--- src/dig_acq_pkg.sv ---
// Function
// RULE1 - Each line is set as input or output; static reads and writes are software commands.
// RULE2 - Finite mode stores exactly the programmed sample count, then stops itself.
// RULE3 - Continuous mode keeps sampling without limit until a stop command.
// RULE4 - Each selected sample clock edge stores the port lines as one FIFO sample.
// RULE5 - Sixteen per-line edge detectors, each enabled for rising, falling or both.
// RULE6 - Every input line is synchronised to the 100 MHz clock before detection.
// RULE7 - The change event is the OR of all enabled edge detectors.
// RULE8 - All edges inside one 50 ns window merge into one change event.
// RULE9 - The change event can drive a line, the sample clock, and an event output.
// RULE10 - A sample clock edge while the FIFO is full flags an overflow error.
// RULE11 - Sample clock from internal source with polarity, or any line with edge select.
// RULE12 - The sample clock exported on a line is driven inverted.
// RULE13 - Sample clock edges are ignored and nothing stored when not acquiring.
// RULE14 - Internal sample clock starts on trigger or software start, stops when finite ends.
// RULE15 - A configurable delay, default two timebase ticks, precedes the first sample clock.
// RULE16 - Timebase is 100 MHz, 20 MHz, 100 kHz or a line, then divided down.
// RULE17 - Timebase edge select except fixed 100 and 20 MHz; timebase never exported.
// RULE18 - With retrigger on, every start trigger repeats the whole clock sequence.
// RULE19 - Triggers during a running sequence are ignored; re-armed when it finishes.
// RULE20 - Trigger from a line, counter, change event or other trigger, edge selectable.
// RULE21 - The start trigger exported on a line is an active-high pulse.
// RULE22 - After reset every line is an input.
// RULE23 - Each sample is one 16-bit word, bit n from line n, same edge.
package dig_acq_pkg;
    localparam int LINES = 16;
    localparam int AW = 4;
    localparam int DW = 16;
    localparam int FIFO_DEPTH = 16;
    localparam int FIFO_AW = 4;
    localparam int CLK_HZ = 100_000_000;
    localparam int TB20_HZ = 20_000_000;
    localparam int TB100K_HZ = 100_000;
    localparam int CLK_NS = 10;
    localparam int CD_WIN_NS = 50;
    localparam logic [9:0] TB20_CYC = 10'(CLK_HZ / TB20_HZ);
    localparam logic [9:0] TB100K_CYC = 10'(CLK_HZ / TB100K_HZ);
    localparam logic [9:0] TB100K_HALF = 10'(CLK_HZ / TB100K_HZ / 2);
    localparam logic [2:0] CD_WIN_CYC = 3'(CD_WIN_NS / CLK_NS);
    localparam logic [AW-1:0] REG_CMD = 4'h0;
    localparam logic [AW-1:0] REG_MODE = 4'h1;
    localparam logic [AW-1:0] REG_ROUTE = 4'h2;
    localparam logic [AW-1:0] REG_COUNT = 4'h3;
    localparam logic [AW-1:0] REG_DIV = 4'h4;
    localparam logic [AW-1:0] REG_DELAY = 4'h5;
    localparam logic [AW-1:0] REG_DIR = 4'h6;
    localparam logic [AW-1:0] REG_DOUT = 4'h7;
    localparam logic [AW-1:0] REG_DIN = 4'h8;
    localparam logic [AW-1:0] REG_CD_RISE = 4'h9;
    localparam logic [AW-1:0] REG_CD_FALL = 4'hA;
    localparam logic [AW-1:0] REG_EXPORT = 4'hB;
    localparam logic [AW-1:0] REG_STATUS = 4'hC;
    localparam logic [AW-1:0] REG_FIFO = 4'hD;
    localparam int CMD_START = 0;
    localparam int CMD_STOP = 1;
    localparam int CMD_CLR_OVF = 2;
    localparam int MODE_CONT = 0;
    localparam int MODE_TRIG_EN = 1;
    localparam int MODE_RETRIG = 2;
    localparam int MODE_EXT = 3;
    localparam int MODE_SPOL = 4;
    localparam int MODE_TB_LO = 5;
    localparam int MODE_TBPOL = 7;
    localparam int MODE_TPOL = 8;
    localparam int MODE_INT_CD = 9;
    localparam int RT_SCLK_LO = 0;
    localparam int RT_TB_LO = 4;
    localparam int RT_TRIG_LO = 8;
    localparam int RT_TSRC_LO = 12;
    localparam int EX_SCLK_LO = 0;
    localparam int EX_SCLK_EN = 4;
    localparam int EX_TRIG_LO = 5;
    localparam int EX_TRIG_EN = 9;
    localparam int EX_CD_LO = 10;
    localparam int EX_CD_EN = 14;
    localparam logic [DW-1:0] MODE_RST = 16'h0000;
    localparam logic [DW-1:0] DIV_RST = 16'h0001;
    localparam logic [DW-1:0] DELAY_RST = 16'h0002;
    localparam logic [DW-1:0] DIR_RST = 16'h0000;
    typedef enum logic [1:0] {
        TB_100M = 2'b00, TB_20M = 2'b01, TB_100K = 2'b10, TB_LINE = 2'b11
    } tb_sel_t;
    typedef enum logic [1:0] {
        TS_LINE = 2'b00, TS_COUNTER = 2'b01, TS_CHANGE = 2'b10, TS_OTHER = 2'b11
    } trig_src_t;
    typedef enum logic [1:0] {
        ST_IDLE = 2'b00, ST_ARMED = 2'b01, ST_DELAY = 2'b10, ST_RUN = 2'b11
    } seq_state_t;
endpackage

--- src/sample_fifo_if.sv ---
`timescale 1ns/1ps
interface sample_fifo_if;
    logic push;
    logic pop;
    logic [15:0] wdata;
    logic [15:0] head;
    logic full;
    logic empty;
    modport fill (output push, output pop, output wdata,
                  input head, input full, input empty);
    modport store (input push, input pop, input wdata,
                   output head, output full, output empty);
endinterface

--- src/change_detect.sv ---
`timescale 1ns/1ps
module change_detect (
    // Clock and reset
    input wire logic mclk,
    input wire logic rstn,
    // Synchronised lines and enables
    input wire logic [dig_acq_pkg::LINES-1:0] line,
    input wire logic [dig_acq_pkg::LINES-1:0] rise_en,
    input wire logic [dig_acq_pkg::LINES-1:0] fall_en,
    // Merged event
    output logic event_out
);
    import dig_acq_pkg::*;
    typedef struct packed {
        logic [LINES-1:0] prev;
        logic primed;
        logic [2:0] win;
        logic evt;
    } cd_state_t;
    cd_state_t r;
    cd_state_t n;
    logic [LINES-1:0] hit;
    genvar i;
    generate
        for (i = 0; i < LINES; i++) begin : g_det
            assign hit[i] = r.primed & ((rise_en[i] & line[i] & ~r.prev[i])
                          | (fall_en[i] & ~line[i] & r.prev[i])); // [RULE5]
        end
    endgenerate
    // The first cycle only loads the history so that reset is not an edge.
    always_comb begin
        n = r;
        n.prev = line;
        n.primed = 1'b1;
        n.evt = 1'b0;
        if (r.win != 3'h0) begin
            n.win = r.win - 3'h1; // [RULE8]
        end else if (|hit) begin // [RULE7]
            n.evt = 1'b1;
            n.win = CD_WIN_CYC - 3'h1; // [RULE8]
        end
    end
    always_ff @(posedge mclk or negedge rstn) begin
        if (!rstn) begin
            r <= '0;
        end else begin
            r <= n;
        end
    end
    assign event_out = r.evt;
endmodule

--- src/digital_input_timing_and_change_detect.sv ---
// The register addresses and the address-and-strobe port were left to the implementer.
`timescale 1ns/1ps
module digital_input_timing_and_change_detect (
    // Clock and reset
    input wire logic mclk,
    input wire logic rstn,
    // Register port
    input wire logic [dig_acq_pkg::AW-1:0] addr,
    input wire logic [dig_acq_pkg::DW-1:0] wdata,
    input wire logic wr_stb,
    input wire logic rd_stb,
    output logic [dig_acq_pkg::DW-1:0] rdata,
    // Port pins
    input wire logic [dig_acq_pkg::LINES-1:0] gp_io_line_in,
    output logic [dig_acq_pkg::LINES-1:0] gp_io_line_out,
    output logic [dig_acq_pkg::LINES-1:0] gp_io_line_oe,
    // Internal trigger sources on this clock
    input wire logic counter_out,
    input wire logic other_trig,
    // Events and status
    output logic change_event,
    output logic overflow,
    output logic running
);
    import dig_acq_pkg::*;
    typedef struct packed {
        logic [LINES-1:0] din_s1;
        logic [LINES-1:0] din_s2;
        logic [DW-1:0] rdata;
        logic [LINES-1:0] io_out;
        logic [LINES-1:0] io_oe;
        logic [DW-1:0] mode;
        logic [DW-1:0] route;
        logic [DW-1:0] count;
        logic [DW-1:0] div;
        logic [DW-1:0] delay;
        logic [DW-1:0] dir;
        logic [DW-1:0] dout;
        logic [DW-1:0] cd_rise;
        logic [DW-1:0] cd_fall;
        logic [DW-1:0] export_sel;
        seq_state_t state;
        logic ovf;
        logic [9:0] tb_cnt;
        logic tb_prev;
        logic [DW-1:0] div_cnt;
        logic [DW-1:0] dly_cnt;
        logic [DW-1:0] smp_cnt;
        logic sclk_prev;
        logic trig_prev;
        logic int_clk;
        logic trig_pulse;
        logic cd_q;
        logic run;
    } top_state_t;
    top_state_t r;
    top_state_t n;
    sample_fifo_if fifo ();
    logic cd_raw;
    logic wr_cmd;
    logic start_cmd;
    logic stop_cmd;
    logic tb_lvl;
    logic tb_tick;
    logic trig_lvl;
    logic trig_edge;
    logic sclk_lvl;
    logic sclk_edge;
    logic finite_done;
    logic [DW-1:0] smp_inc;
    tb_sel_t tb_sel;
    trig_src_t trig_src;

    change_detect u_cd (
        .mclk(mclk),
        .rstn(rstn),
        .line(r.din_s2),
        .rise_en(r.cd_rise),
        .fall_en(r.cd_fall),
        .event_out(cd_raw)
    );

    sample_fifo u_fifo (
        .mclk(mclk),
        .rstn(rstn),
        .f(fifo.store)
    );

    always_comb begin
        n = r;
        fifo.push = 1'b0;
        fifo.pop = 1'b0;
        // Bit n of a sample is line n, all from one synchronised edge.
        fifo.wdata = r.din_s2; // [RULE23]
        n.din_s1 = gp_io_line_in;
        n.din_s2 = r.din_s1; // [RULE6]
        n.cd_q = cd_raw; // [RULE9]
        n.int_clk = 1'b0;
        n.trig_pulse = 1'b0;
        n.rdata = '0;

        wr_cmd = wr_stb && (addr == REG_CMD);
        start_cmd = wr_cmd && wdata[CMD_START];
        stop_cmd = wr_cmd && wdata[CMD_STOP];

        // Timebase tick; the fixed 100 and 20 MHz sources have no edge select.
        tb_sel = tb_sel_t'(r.mode[MODE_TB_LO +: 2]);
        tb_lvl = r.din_s2[r.route[RT_TB_LO +: 4]];
        n.tb_prev = tb_lvl;
        n.tb_cnt = r.tb_cnt + 10'h001;
        tb_tick = 1'b0;
        case (tb_sel)
            TB_100M: begin
                tb_tick = 1'b1; // [RULE16]
                n.tb_cnt = '0;
            end
            TB_20M: begin
                if (r.tb_cnt >= TB20_CYC - 10'h001) begin
                    tb_tick = 1'b1; // [RULE16]
                    n.tb_cnt = '0;
                end
            end
            TB_100K: begin
                if (r.tb_cnt >= TB100K_CYC - 10'h001) begin
                    n.tb_cnt = '0;
                end
                if (r.mode[MODE_TBPOL]) begin
                    tb_tick = (r.tb_cnt == TB100K_HALF); // [RULE17]
                end else begin
                    tb_tick = (r.tb_cnt == 10'h000); // [RULE16]
                end
            end
            TB_LINE: begin
                n.tb_cnt = '0;
                if (r.mode[MODE_TBPOL]) begin
                    tb_tick = r.tb_prev && !tb_lvl; // [RULE17]
                end else begin
                    tb_tick = !r.tb_prev && tb_lvl; // [RULE17]
                end
            end
            default: begin
                tb_tick = 1'b0;
                n.tb_cnt = '0;
            end
        endcase

        // Start trigger source and edge.
        trig_src = trig_src_t'(r.route[RT_TSRC_LO +: 2]);
        case (trig_src)
            TS_LINE: trig_lvl = r.din_s2[r.route[RT_TRIG_LO +: 4]]; // [RULE20]
            TS_COUNTER: trig_lvl = counter_out; // [RULE20]
            TS_CHANGE: trig_lvl = r.cd_q; // [RULE20]
            TS_OTHER: trig_lvl = other_trig; // [RULE20]
            default: trig_lvl = 1'b0;
        endcase
        n.trig_prev = trig_lvl;
        if (r.mode[MODE_TPOL]) begin
            trig_edge = r.trig_prev && !trig_lvl; // [RULE20]
        end else begin
            trig_edge = !r.trig_prev && trig_lvl; // [RULE20]
        end

        // Sample clock source and edge.
        if (r.mode[MODE_EXT]) begin
            sclk_lvl = r.din_s2[r.route[RT_SCLK_LO +: 4]]; // [RULE11]
        end else if (r.mode[MODE_INT_CD]) begin
            sclk_lvl = r.cd_q; // [RULE9]
        end else begin
            sclk_lvl = r.int_clk; // [RULE11]
        end
        n.sclk_prev = sclk_lvl;
        // Internal sources are one-cycle pulses, so the pulse is the edge.
        if (!r.mode[MODE_EXT]) begin
            sclk_edge = r.mode[MODE_SPOL] ? r.sclk_prev : sclk_lvl;
        end else if (r.mode[MODE_SPOL]) begin
            sclk_edge = r.sclk_prev && !sclk_lvl; // [RULE11]
        end else begin
            sclk_edge = !r.sclk_prev && sclk_lvl; // [RULE11]
        end

        // Register writes.
        if (wr_stb) begin
            case (addr)
                REG_CMD: begin
                    if (wdata[CMD_CLR_OVF]) begin
                        n.ovf = 1'b0;
                    end
                end
                REG_MODE: n.mode = wdata;
                REG_ROUTE: n.route = wdata;
                REG_COUNT: n.count = wdata;
                REG_DIV: n.div = wdata;
                REG_DELAY: n.delay = wdata;
                REG_DIR: n.dir = wdata; // [RULE1]
                REG_DOUT: n.dout = wdata; // [RULE1]
                REG_CD_RISE: n.cd_rise = wdata; // [RULE5]
                REG_CD_FALL: n.cd_fall = wdata; // [RULE5]
                REG_EXPORT: n.export_sel = wdata;
                default: n.mode = r.mode;
            endcase
        end

        // Register reads; data stand in the following cycle.
        if (rd_stb) begin
            case (addr)
                REG_MODE: n.rdata = r.mode;
                REG_ROUTE: n.rdata = r.route;
                REG_COUNT: n.rdata = r.count;
                REG_DIV: n.rdata = r.div;
                REG_DELAY: n.rdata = r.delay;
                REG_DIR: n.rdata = r.dir;
                REG_DOUT: n.rdata = r.dout;
                REG_DIN: n.rdata = r.din_s2; // [RULE1]
                REG_CD_RISE: n.rdata = r.cd_rise;
                REG_CD_FALL: n.rdata = r.cd_fall;
                REG_EXPORT: n.rdata = r.export_sel;
                REG_STATUS: begin
                    n.rdata = {11'h000, fifo.full, fifo.empty, r.ovf,
                               r.state};
                end
                REG_FIFO: begin
                    if (!fifo.empty) begin
                        n.rdata = fifo.head;
                        fifo.pop = 1'b1;
                    end
                end
                default: n.rdata = '0;
            endcase
        end

        // Sequencer.
        smp_inc = r.smp_cnt + 16'h0001;
        finite_done = 1'b0;
        case (r.state)
            ST_IDLE: begin
                if (start_cmd) begin
                    n.smp_cnt = '0;
                    n.dly_cnt = '0;
                    n.div_cnt = '0;
                    if (r.mode[MODE_TRIG_EN]) begin
                        n.state = ST_ARMED;
                    end else if (r.mode[MODE_EXT]) begin
                        n.state = ST_RUN;
                    end else begin
                        n.state = ST_DELAY; // [RULE14]
                    end
                end
            end
            ST_ARMED: begin
                if (trig_edge) begin
                    n.trig_pulse = 1'b1; // [RULE21]
                    n.smp_cnt = '0;
                    n.dly_cnt = '0;
                    n.div_cnt = '0;
                    if (r.mode[MODE_EXT]) begin
                        n.state = ST_RUN;
                    end else begin
                        n.state = ST_DELAY; // [RULE14]
                    end
                end
            end
            ST_DELAY: begin
                // Triggers are not looked at here or while running.
                if (tb_tick) begin // [RULE19]
                    if (r.dly_cnt + 16'h0001 >= r.delay) begin
                        n.int_clk = 1'b1; // [RULE15]
                        n.state = ST_RUN;
                    end else begin
                        n.dly_cnt = r.dly_cnt + 16'h0001; // [RULE15]
                    end
                end
            end
            ST_RUN: begin
                if (!r.mode[MODE_EXT] && tb_tick) begin
                    if (r.div_cnt + 16'h0001 >= r.div) begin
                        n.int_clk = 1'b1; // [RULE16]
                        n.div_cnt = '0;
                    end else begin
                        n.div_cnt = r.div_cnt + 16'h0001;
                    end
                end
                if (sclk_edge) begin
                    if (fifo.full) begin
                        n.ovf = 1'b1; // [RULE10]
                    end else begin
                        fifo.push = 1'b1; // [RULE4]
                        n.smp_cnt = smp_inc;
                        finite_done = !r.mode[MODE_CONT]
                                      && (smp_inc >= r.count); // [RULE2]
                    end
                end
                if (finite_done) begin
                    n.smp_cnt = '0;
                    if (r.mode[MODE_RETRIG]) begin
                        n.state = ST_ARMED; // [RULE18]
                    end else begin
                        n.state = ST_IDLE; // [RULE14]
                    end
                end
            end
            default: n.state = ST_IDLE;
        endcase
        // Continuous runs end only here; a stop wins over the state and int_clk set above.
        if (stop_cmd) begin
            n.state = ST_IDLE; // [RULE3]
            n.int_clk = 1'b0;
        end
        n.run = (n.state == ST_RUN);

        // Pin drive; the timebase has no export path at all.
        n.io_out = r.dout;
        n.io_oe = r.dir; // [RULE1]
        if (r.export_sel[EX_SCLK_EN]) begin
            n.io_out[r.export_sel[EX_SCLK_LO +: 4]] = !sclk_lvl; // [RULE12]
            n.io_oe[r.export_sel[EX_SCLK_LO +: 4]] = 1'b1;
        end
        if (r.export_sel[EX_TRIG_EN]) begin
            n.io_out[r.export_sel[EX_TRIG_LO +: 4]] = r.trig_pulse; // [RULE21]
            n.io_oe[r.export_sel[EX_TRIG_LO +: 4]] = 1'b1;
        end
        if (r.export_sel[EX_CD_EN]) begin
            n.io_out[r.export_sel[EX_CD_LO +: 4]] = r.cd_q; // [RULE9]
            n.io_oe[r.export_sel[EX_CD_LO +: 4]] = 1'b1;
        end
    end

    // Sample clock edges outside ST_RUN never reach the FIFO.
    always_ff @(posedge mclk or negedge rstn) begin // [RULE13]
        if (!rstn) begin
            r <= '0;
            r.mode <= MODE_RST;
            r.div <= DIV_RST;
            r.delay <= DELAY_RST; // [RULE15]
            r.dir <= DIR_RST; // [RULE22]
            r.state <= ST_IDLE;
        end else begin
            r <= n;
        end
    end

    assign rdata = r.rdata;
    assign gp_io_line_out = r.io_out;
    assign gp_io_line_oe = r.io_oe;
    assign change_event = r.cd_q; // [RULE9]
    assign overflow = r.ovf;
    assign running = r.run;
endmodule

--- src/sample_fifo.sv ---
`timescale 1ns/1ps
module sample_fifo (
    // Clock and reset
    input wire logic mclk,
    input wire logic rstn,
    // Store side
    sample_fifo_if.store f
);
    import dig_acq_pkg::*;
    typedef struct packed {
        logic [FIFO_DEPTH-1:0][DW-1:0] mem;
        logic [FIFO_AW-1:0] wr_ptr;
        logic [FIFO_AW-1:0] rd_ptr;
        logic [FIFO_AW:0] count;
        logic [DW-1:0] head;
    } fifo_state_t;
    fifo_state_t r;
    fifo_state_t n;
    logic do_push;
    logic do_pop;
    logic [FIFO_AW-1:0] rd_nxt;
    // The head word is prefetched so a pop returns data with no extra wait.
    always_comb begin
        n = r;
        do_push = f.push && (r.count != (FIFO_AW+1)'(FIFO_DEPTH));
        do_pop = f.pop && (r.count != '0);
        rd_nxt = do_pop ? r.rd_ptr + 4'h1 : r.rd_ptr;
        if (do_push) begin
            n.mem[r.wr_ptr] = f.wdata;
            n.wr_ptr = r.wr_ptr + 4'h1;
        end
        n.rd_ptr = rd_nxt;
        n.head = n.mem[rd_nxt];
        if (do_push && !do_pop) begin
            n.count = r.count + 5'h01;
        end else if (do_pop && !do_push) begin
            n.count = r.count - 5'h01;
        end
    end
    always_ff @(posedge mclk or negedge rstn) begin
        if (!rstn) begin
            r <= '0;
        end else begin
            r <= n;
        end
    end
    assign f.head = r.head;
    assign f.full = (r.count == (FIFO_AW+1)'(FIFO_DEPTH));
    assign f.empty = (r.count == '0);
endmodule

--- config.mk ---
export PLATFORM = sky130hd
export DESIGN_NAME = digital_input_timing_and_change_detect
export DESIGN_NICKNAME = d
export VERILOG_FILES = /design/src/dig_acq_pkg.sv /design/src/sample_fifo_if.sv /design/src/change_detect.sv /design/src/digital_input_timing_and_change_detect.sv /design/src/sample_fifo.sv
export SDC_FILE = /design/constraint.sdc
export NUM_CORES = 1
export LEC_CHECK = 0
export BUFFER_PORTS_ARGS = -buffer_cell sky130_fd_sc_hd__buf_2
export CAP_MARGIN = 20
export CORE_MARGIN = 3
export CORE_UTILIZATION = 63
export DETAILED_ROUTE_END_ITERATION = 10
export HOLD_SLACK_MARGIN = 0.08
export PLACE_DENSITY = 0.9
export SLEW_MARGIN = 15
export SYNTH_ARGS = -nofsm -noshare
export SYNTH_HDL_FRONTEND = slang
export SYNTH_SLANG_ARGS = --single-unit
--- constraint.sdc ---
create_clock -name mclk -period 5.3 [get_ports mclk]
set_input_delay 1.325 -clock mclk [delete_from_list [all_inputs] [get_ports mclk]]
set_output_delay 1.325 -clock mclk [all_outputs]
set_load 0.03 [all_outputs]
Yosys cells after proc, flatten, opt, wreduce, memory -nomap -nowiden:

Cells that the tools add are included.

* register bits: 614
* logic and storage cells: 390
* bits of input ports: 42

* $lt $le $gt $ge: 17
* bitwise gates (word level): 131
* reductions and logical operators: 56
* mux-type cells: 92
* eq/ne operators: 33
* $add $sub $neg: 9

Operators by type and width (number)
* $mux W260: 1
* $bwmux W256: 1
* $pmux W16 S13: 1
* $mux W16: 11
* $pmux W16 S3: 3
* $mux W32: 3
* $mux W48: 2
* $and A1 B1 Y1: 80
* $bmux W16 S4: 1
* $demux W16 S4: 1
* $add A16 B1 Y16 const B: 3
* $bwmux W16: 3
* $ge A16 B16 Y1: 3
* $or A16 B16 Y16: 3
* $lt A4 B5 Y1 const B: 8
* $mux W1: 40
* $not A1 Y1: 32
* $pmux W10 S3: 1
* $eq A4 B4 Y1 const B: 6
* $mux W10: 2
* $reduce_and A2 Y1: 10
* $logic_and A1 B1 Y1: 19
* $eq A4 B3 Y1 const B: 4
* $ge A4 B1 Y1 const B: 4
* 38 further kinds: 96

Logic depth before layout (Yosys ltp):

* depth in word-level cells: 14
* mapped depth: 19
* gate-level depth less buffers: 17

Hierarchy:

Synthesis repeated with hierarchy kept, for this count alone.

* cells, all modules: 3123
* area total of the unflattened synthesis: 32267.2 µm²

Modules (own cells, without submodules)
* digital_input_timing_and_change_detect: cells an instance 1490, instances 1, area an instance 16254.3 µm²
* sample_fifo: cells an instance 1544, instances 1, area an instance 15082.0 µm²
* change_detect: cells an instance 89, instances 1, area an instance 930.9 µm²

Worst setup path before layout:

OpenSTA, ideal clock, no wires.

* path type: input to register
* start: in addr[1] in the netlist's numbering
* end: reg u_fifo.r (netlist bit u_fifo.f.head[7])
* setup slack: 1.523 ns
* setup time: 0.120 ns
* data required time: 5.180 ns
* path buffers: 2
* cell stages on the path: 12
* data arrival time: 3.657 ns
* cell sequence: clkbuf_1 > and4b_1 > o211ai_4 > xor2_4 > inv_2 > mux2_2 > nand3_2 > buf_2 > o221ai_1 > o22ai_1 > o22a_1 > and3_1

RTL lines
* from (decl): RTL line digital_input_timing_and_change_detect.sv:8 `input wire logic [dig_acq_pkg::AW-1:0] addr,`
* to (signal assigned): RTL line sample_fifo.sv:44 `r <= n;`
* to (decl): RTL line sample_fifo.sv:17 `fifo_state_t r;`

==> results by stage <==
Floorplan:
- The horizontal die dimension is 225.7 um.
- The die covers 50930 um^2.
- The core region is 47150 um^2.
- The I/O pin total is 93.
- The floorplan has ~80 rows.
- The die boundary height is 225.7 um.
- Once the floorplan was initialized, standard cells occupied about 64% of the core.

Min path:
- The worst min-delay path category is flip-flop to flip-flop.
- The worst hold path startpoint is n[284]$_DFF_PN0_.

Finish:
- 0 antenna diodes ended up in the layout.
- The number of nets in the layout is 2764.
- From synthesis to final layout, the design area changed by 9.325%.
- For this run, the share of the core covered by cells in the final layout is ~70%.
- The fraction of final layout cells sized beyond drive strength 1 is 28.34%.

Placement:
- The HPWL after detailed placement is 60540 um.
- The placer congestion estimate is 0.9875.
- The count of buffers added on input and output ports is 92.
- The worst slack at placement is between 0.8 and 0.9 ns.

Detailed routing:
- The detail-routed via count per cell is 7.015.
- After detailed routing, the wire length on met1 is 33090 um.
- The count of routing violations after the opening detailed-route iteration is 2995.
- The count of nets left with antenna violations once routing finished came out at 0.
- Summed over all nets, wire length on met3 after detailed routing comes to 9593 um.
- The via count of the routed design is 23.27k.
- The routed design uses 41520 um of met2 wire.
- The top layer reached by signal wires is met4.
- For this run, design rule violations remaining after detail routing come to 0.
- The final routed wirelength across all metal layers is 91450 um.
- In the final routed layout, each cell accounts on average for 27.57 um.
- The first TritonRoute pass finished after 8 iterations.

Timing:
- Setup slack closes at 0.8155 ns.
- Setup repair after global routing left no endpoint under its margin.
- The headroom to the max-slew limit is between 20% and 30%.
- The upper clock frequency limit is 0.2230 GHz.
- The actual slew at the worst max-slew pin is 1.116 ns.
- The number of failing hold endpoints at the final stage was 0.
- The accumulated negative setup slack is 0 ns.
- The shortest period the worst path allows is around 4.5 ns.
- The period utilization is 84.61%.
- Setup violations remaining at the end of the flow were counted as 0.
- The maximum clock skew at final layout is 0.03737 ns.
- The max-slew violation count came to 0.

Global route:
- The initial antenna violation count is 0.
- The first global-routing pass estimated 139900 um of wire.
- The total grt overflow is 0.
- Entering global routing, the biggest net connects 127 pins.
- The number of global-route vias before repair is 23.68k.
- The total global routing track utilization is 36.12%.

Logic synthesis:
- The number of distinct library cell variants in the gate-level netlist after synthesis is 71.
- The area fraction in and, or, nand and nor cells after synthesis is 9.523%.
- After synthesis, the mean cell area works out to 11.35 um^2.
- Summing the areas of all xor and xnor instances in the mapped netlist gives 1.819% of the synthesized area.
- The largest family of logic cells by synthesized area is multiplexers.
- By area the synthesized netlist is led by dfrtp_1 (50%), mux2_2 (16%), o22ai_1 (3.2%).
- The library cell with the largest summed area after synthesis is dfrtp_1.
- The top-area cell type share of the netlist area is 50.37%.
- The top flip-flop cell by instance count after synthesis is dfrtp_1.
- During synthesis, Yosys emitted a total of 0 warnings.
- The fraction of the mapped netlist area in adder cells is 2.659%.
- Counting flops with a built-in enable in the synthesized netlist gives 0.
- Synthesis produced 2678 cells.
- The synthesized area is 30400 um^2.
- The total nets after synthesis is approximately 2.8k.
- Summing the areas of all compound-gate instances in the mapped netlist gives 12.69% of the synthesized area.
- In this run, synthesis produced a sequential element count of 614.
- After synthesis, the share of cell area in mux cells is 18.26%.
- The most frequent cell after synthesis is dfrtp_1.
- Counting flops with an async set or reset pin after synthesis yields a share of 100.0%.
- By count the netlist is led by dfrtp_1 (612), mux2_2 (438), o21ai_0 (162), o22ai_1 (154), nor2_1 (147).
- After synthesis, flip-flops and latches occupy 50.55% of the total area.

Clocking:
- The clock latency on the worst-skew pair is 0.65 ns.
- The number of clock buffers added by TritonCTS is 60.
- The number of setup buffers added after CTS is 0.
- The post-cts sizing count is 0.
- The total number of H-tree levels is 2.
- Counting every sink on the clock net gives slightly above 600.
- The cell at the root of the clock tree is clkbuf_16.
- The post-cts hold buffer count is 0.
- The clock transition at the registers of the reported paths is 0.07 ns.
- The CTS tree is built.
- The longest clock path from root to sink contains 3 buffers.

Power:
- In this run the static leakage power is 15.98 nW.
- The combinational group share of total power is around a quarter.
- The worst-case IR drop observed on VDD is ~0.00032 V.
- Summed over all nets, the switching power comes to 4.675 mW.
- Of the total power, registers draw a little over two fifths.
- The switching fraction of total power is 33.49%.
- In this run, the clock network consumes between 30% and 40% of the power.
- The total power per unit cell area is 419.9 nW/um^2.
- The internal portion of total power is 9.283 mW.

Critical path:
- The critical setup path kind is flip-flop to flip-flop.
- On the critical path, the stage with the largest delay is an instance of nand2_1.
- Along the worst path, the maximum fanout reaches 17.
- The first element of the critical path is r[196]$_DFFE_PN0P_.
- STA classifies the critical path endpoint as a flip-flop.
- The reg-to-reg critical path startpoint is r[196]$_DFFE_PN0P_.
- Counting both buffers and inverters, the worst setup path holds a total of 1.
- The kind of cell adding the most delay to the critical path is multiplexers.
- For this run, the slowest stage of the critical path takes ~0.71 ns.
- The startpoint type of the worst setup path is a flip-flop.
- The data arrival time of the critical path is 5.06 ns.
- The data required time of the critical path is 5.87 ns.
- The signal on the critical path passes through mux4_2 > mux4_2 > mux2i_4 > buf_4 > nand3_2 > nand2_1 > o21ai_0 > o21ai_0 > o22a_1 > and3_1.

Run:
- The number of violations of the max-capacitance limit is 0.

Status:
- The flow ran to the end, and the final reports show no timing, DRC or antenna violations.
## cells by family after synthesis
logic type | count (synthesis)
xor+xnor | 61
compound gates | 586
other cells | 1
mux | 480
flops | 614
buf+inv | 301
simple gates | 571
fa+ha+maj | 64
## registers in the layout, indices dropped and copies added, names as in the netlist
| register | cells |
|---|---|
| u_fifo.r | 269 |
| running | 1 |
| u_cd.event_out | 1 |
| gp_io_line_oe | 16 |
| rdata | 16 |
| u_cd.r | 20 |
| u_fifo.f.head | 16 |
| overflow | 1 |
| gp_io_line_out | 16 |
| r | 225 |
| change_event | 1 |
| fifo.wdata | 16 |
| n | 16 |
## area by class of cell
| cell class | count | area, um^2 |
|---|---|---|
| timing repair buffer | 152 | 1018 |
| tap | 607 | 759.5 |
| sequential | 614 | 15370 |
| inverter | 67 | 251.5 |
| fill | 3181 | 13910 |
| clock inverter | 31 | 367.9 |
| clock buffer | 83 | 1780 |
| multi-input combinational | 1763 | 13690 |
## power by group through the flow
stage               sequential (mW)  combinational [mW]  clock [mW]
CTS                            5.85                3.40        4.60
global route                   5.93                3.74        4.79
global placement               5.90                3.25           0
floorplan                      5.63                2.50           0
finish                         5.89                3.49        4.58
detailed placement             5.93                3.36           0
## stage by stage
stage / hold slack [ns] / power [mW] / instances / area [um^2]
after floorplan: 0.3312 / 8.132 / 2678 / 30400
after global placement: 0.3350 / 9.153 / 3201 / 31080
after detailed placement: 0.3364 / 9.290 / 3201 / 31080
after CTS: 0.3521 / 13.84 / 3315 / 33230
after global routing: 0.3572 / 14.46 / 3317 / 33240
final: 0.3515 / 13.96 / 3317 / 33240
## cells in the final DEF, fill, tap and decap left out, drive strengths merged, types with 45 or more instances in the layout
cell type	netlist	routed
a21oi	51	51
a22o	45	45
and3	47	47
buf	107	152
clkbuf	127	83
dfrtp	612	612
ha	63	63
inv	67	67
mux2	438	438
nand2	156	156
nand3	60	60
nor2	147	147
o21ai	164	164
o22ai	154	154
## per-layer routing
| metal | up-vias | global-route usage [%] |
|---|---|---|
| met1 | 11520 | 44.61 |
| met2 | 1603 | 56.50 |
| li1 | 9729 | - |
| met3 | 422 | 9.047 |
| met4 | 0 | 24.50 |
| met5 | - | 0 |
## worst paths after layout
| kind | depth (start not counted) | end | slack (ns) |
|---|---|---|---|
| min in group asynchronous | 1 | gp_io_line_out[4]$_DFF_PN0_ | 0.79 |
| max in group asynchronous | 2 | u_fifo.r[219]$_DFF_PN0_ | 3.34 |
| min reg2reg | 0 | fifo.wdata[8]$_DFF_PN0_ | 0.35 |
| max | 10 | u_fifo.f.head[8]$_DFF_PN0_ | 0.82 |
| min | 0 | fifo.wdata[8]$_DFF_PN0_ | 0.35 |
| max reg2reg | 10 | u_fifo.f.head[8]$_DFF_PN0_ | 0.82 |
Power figures use the tool's default switching activity.
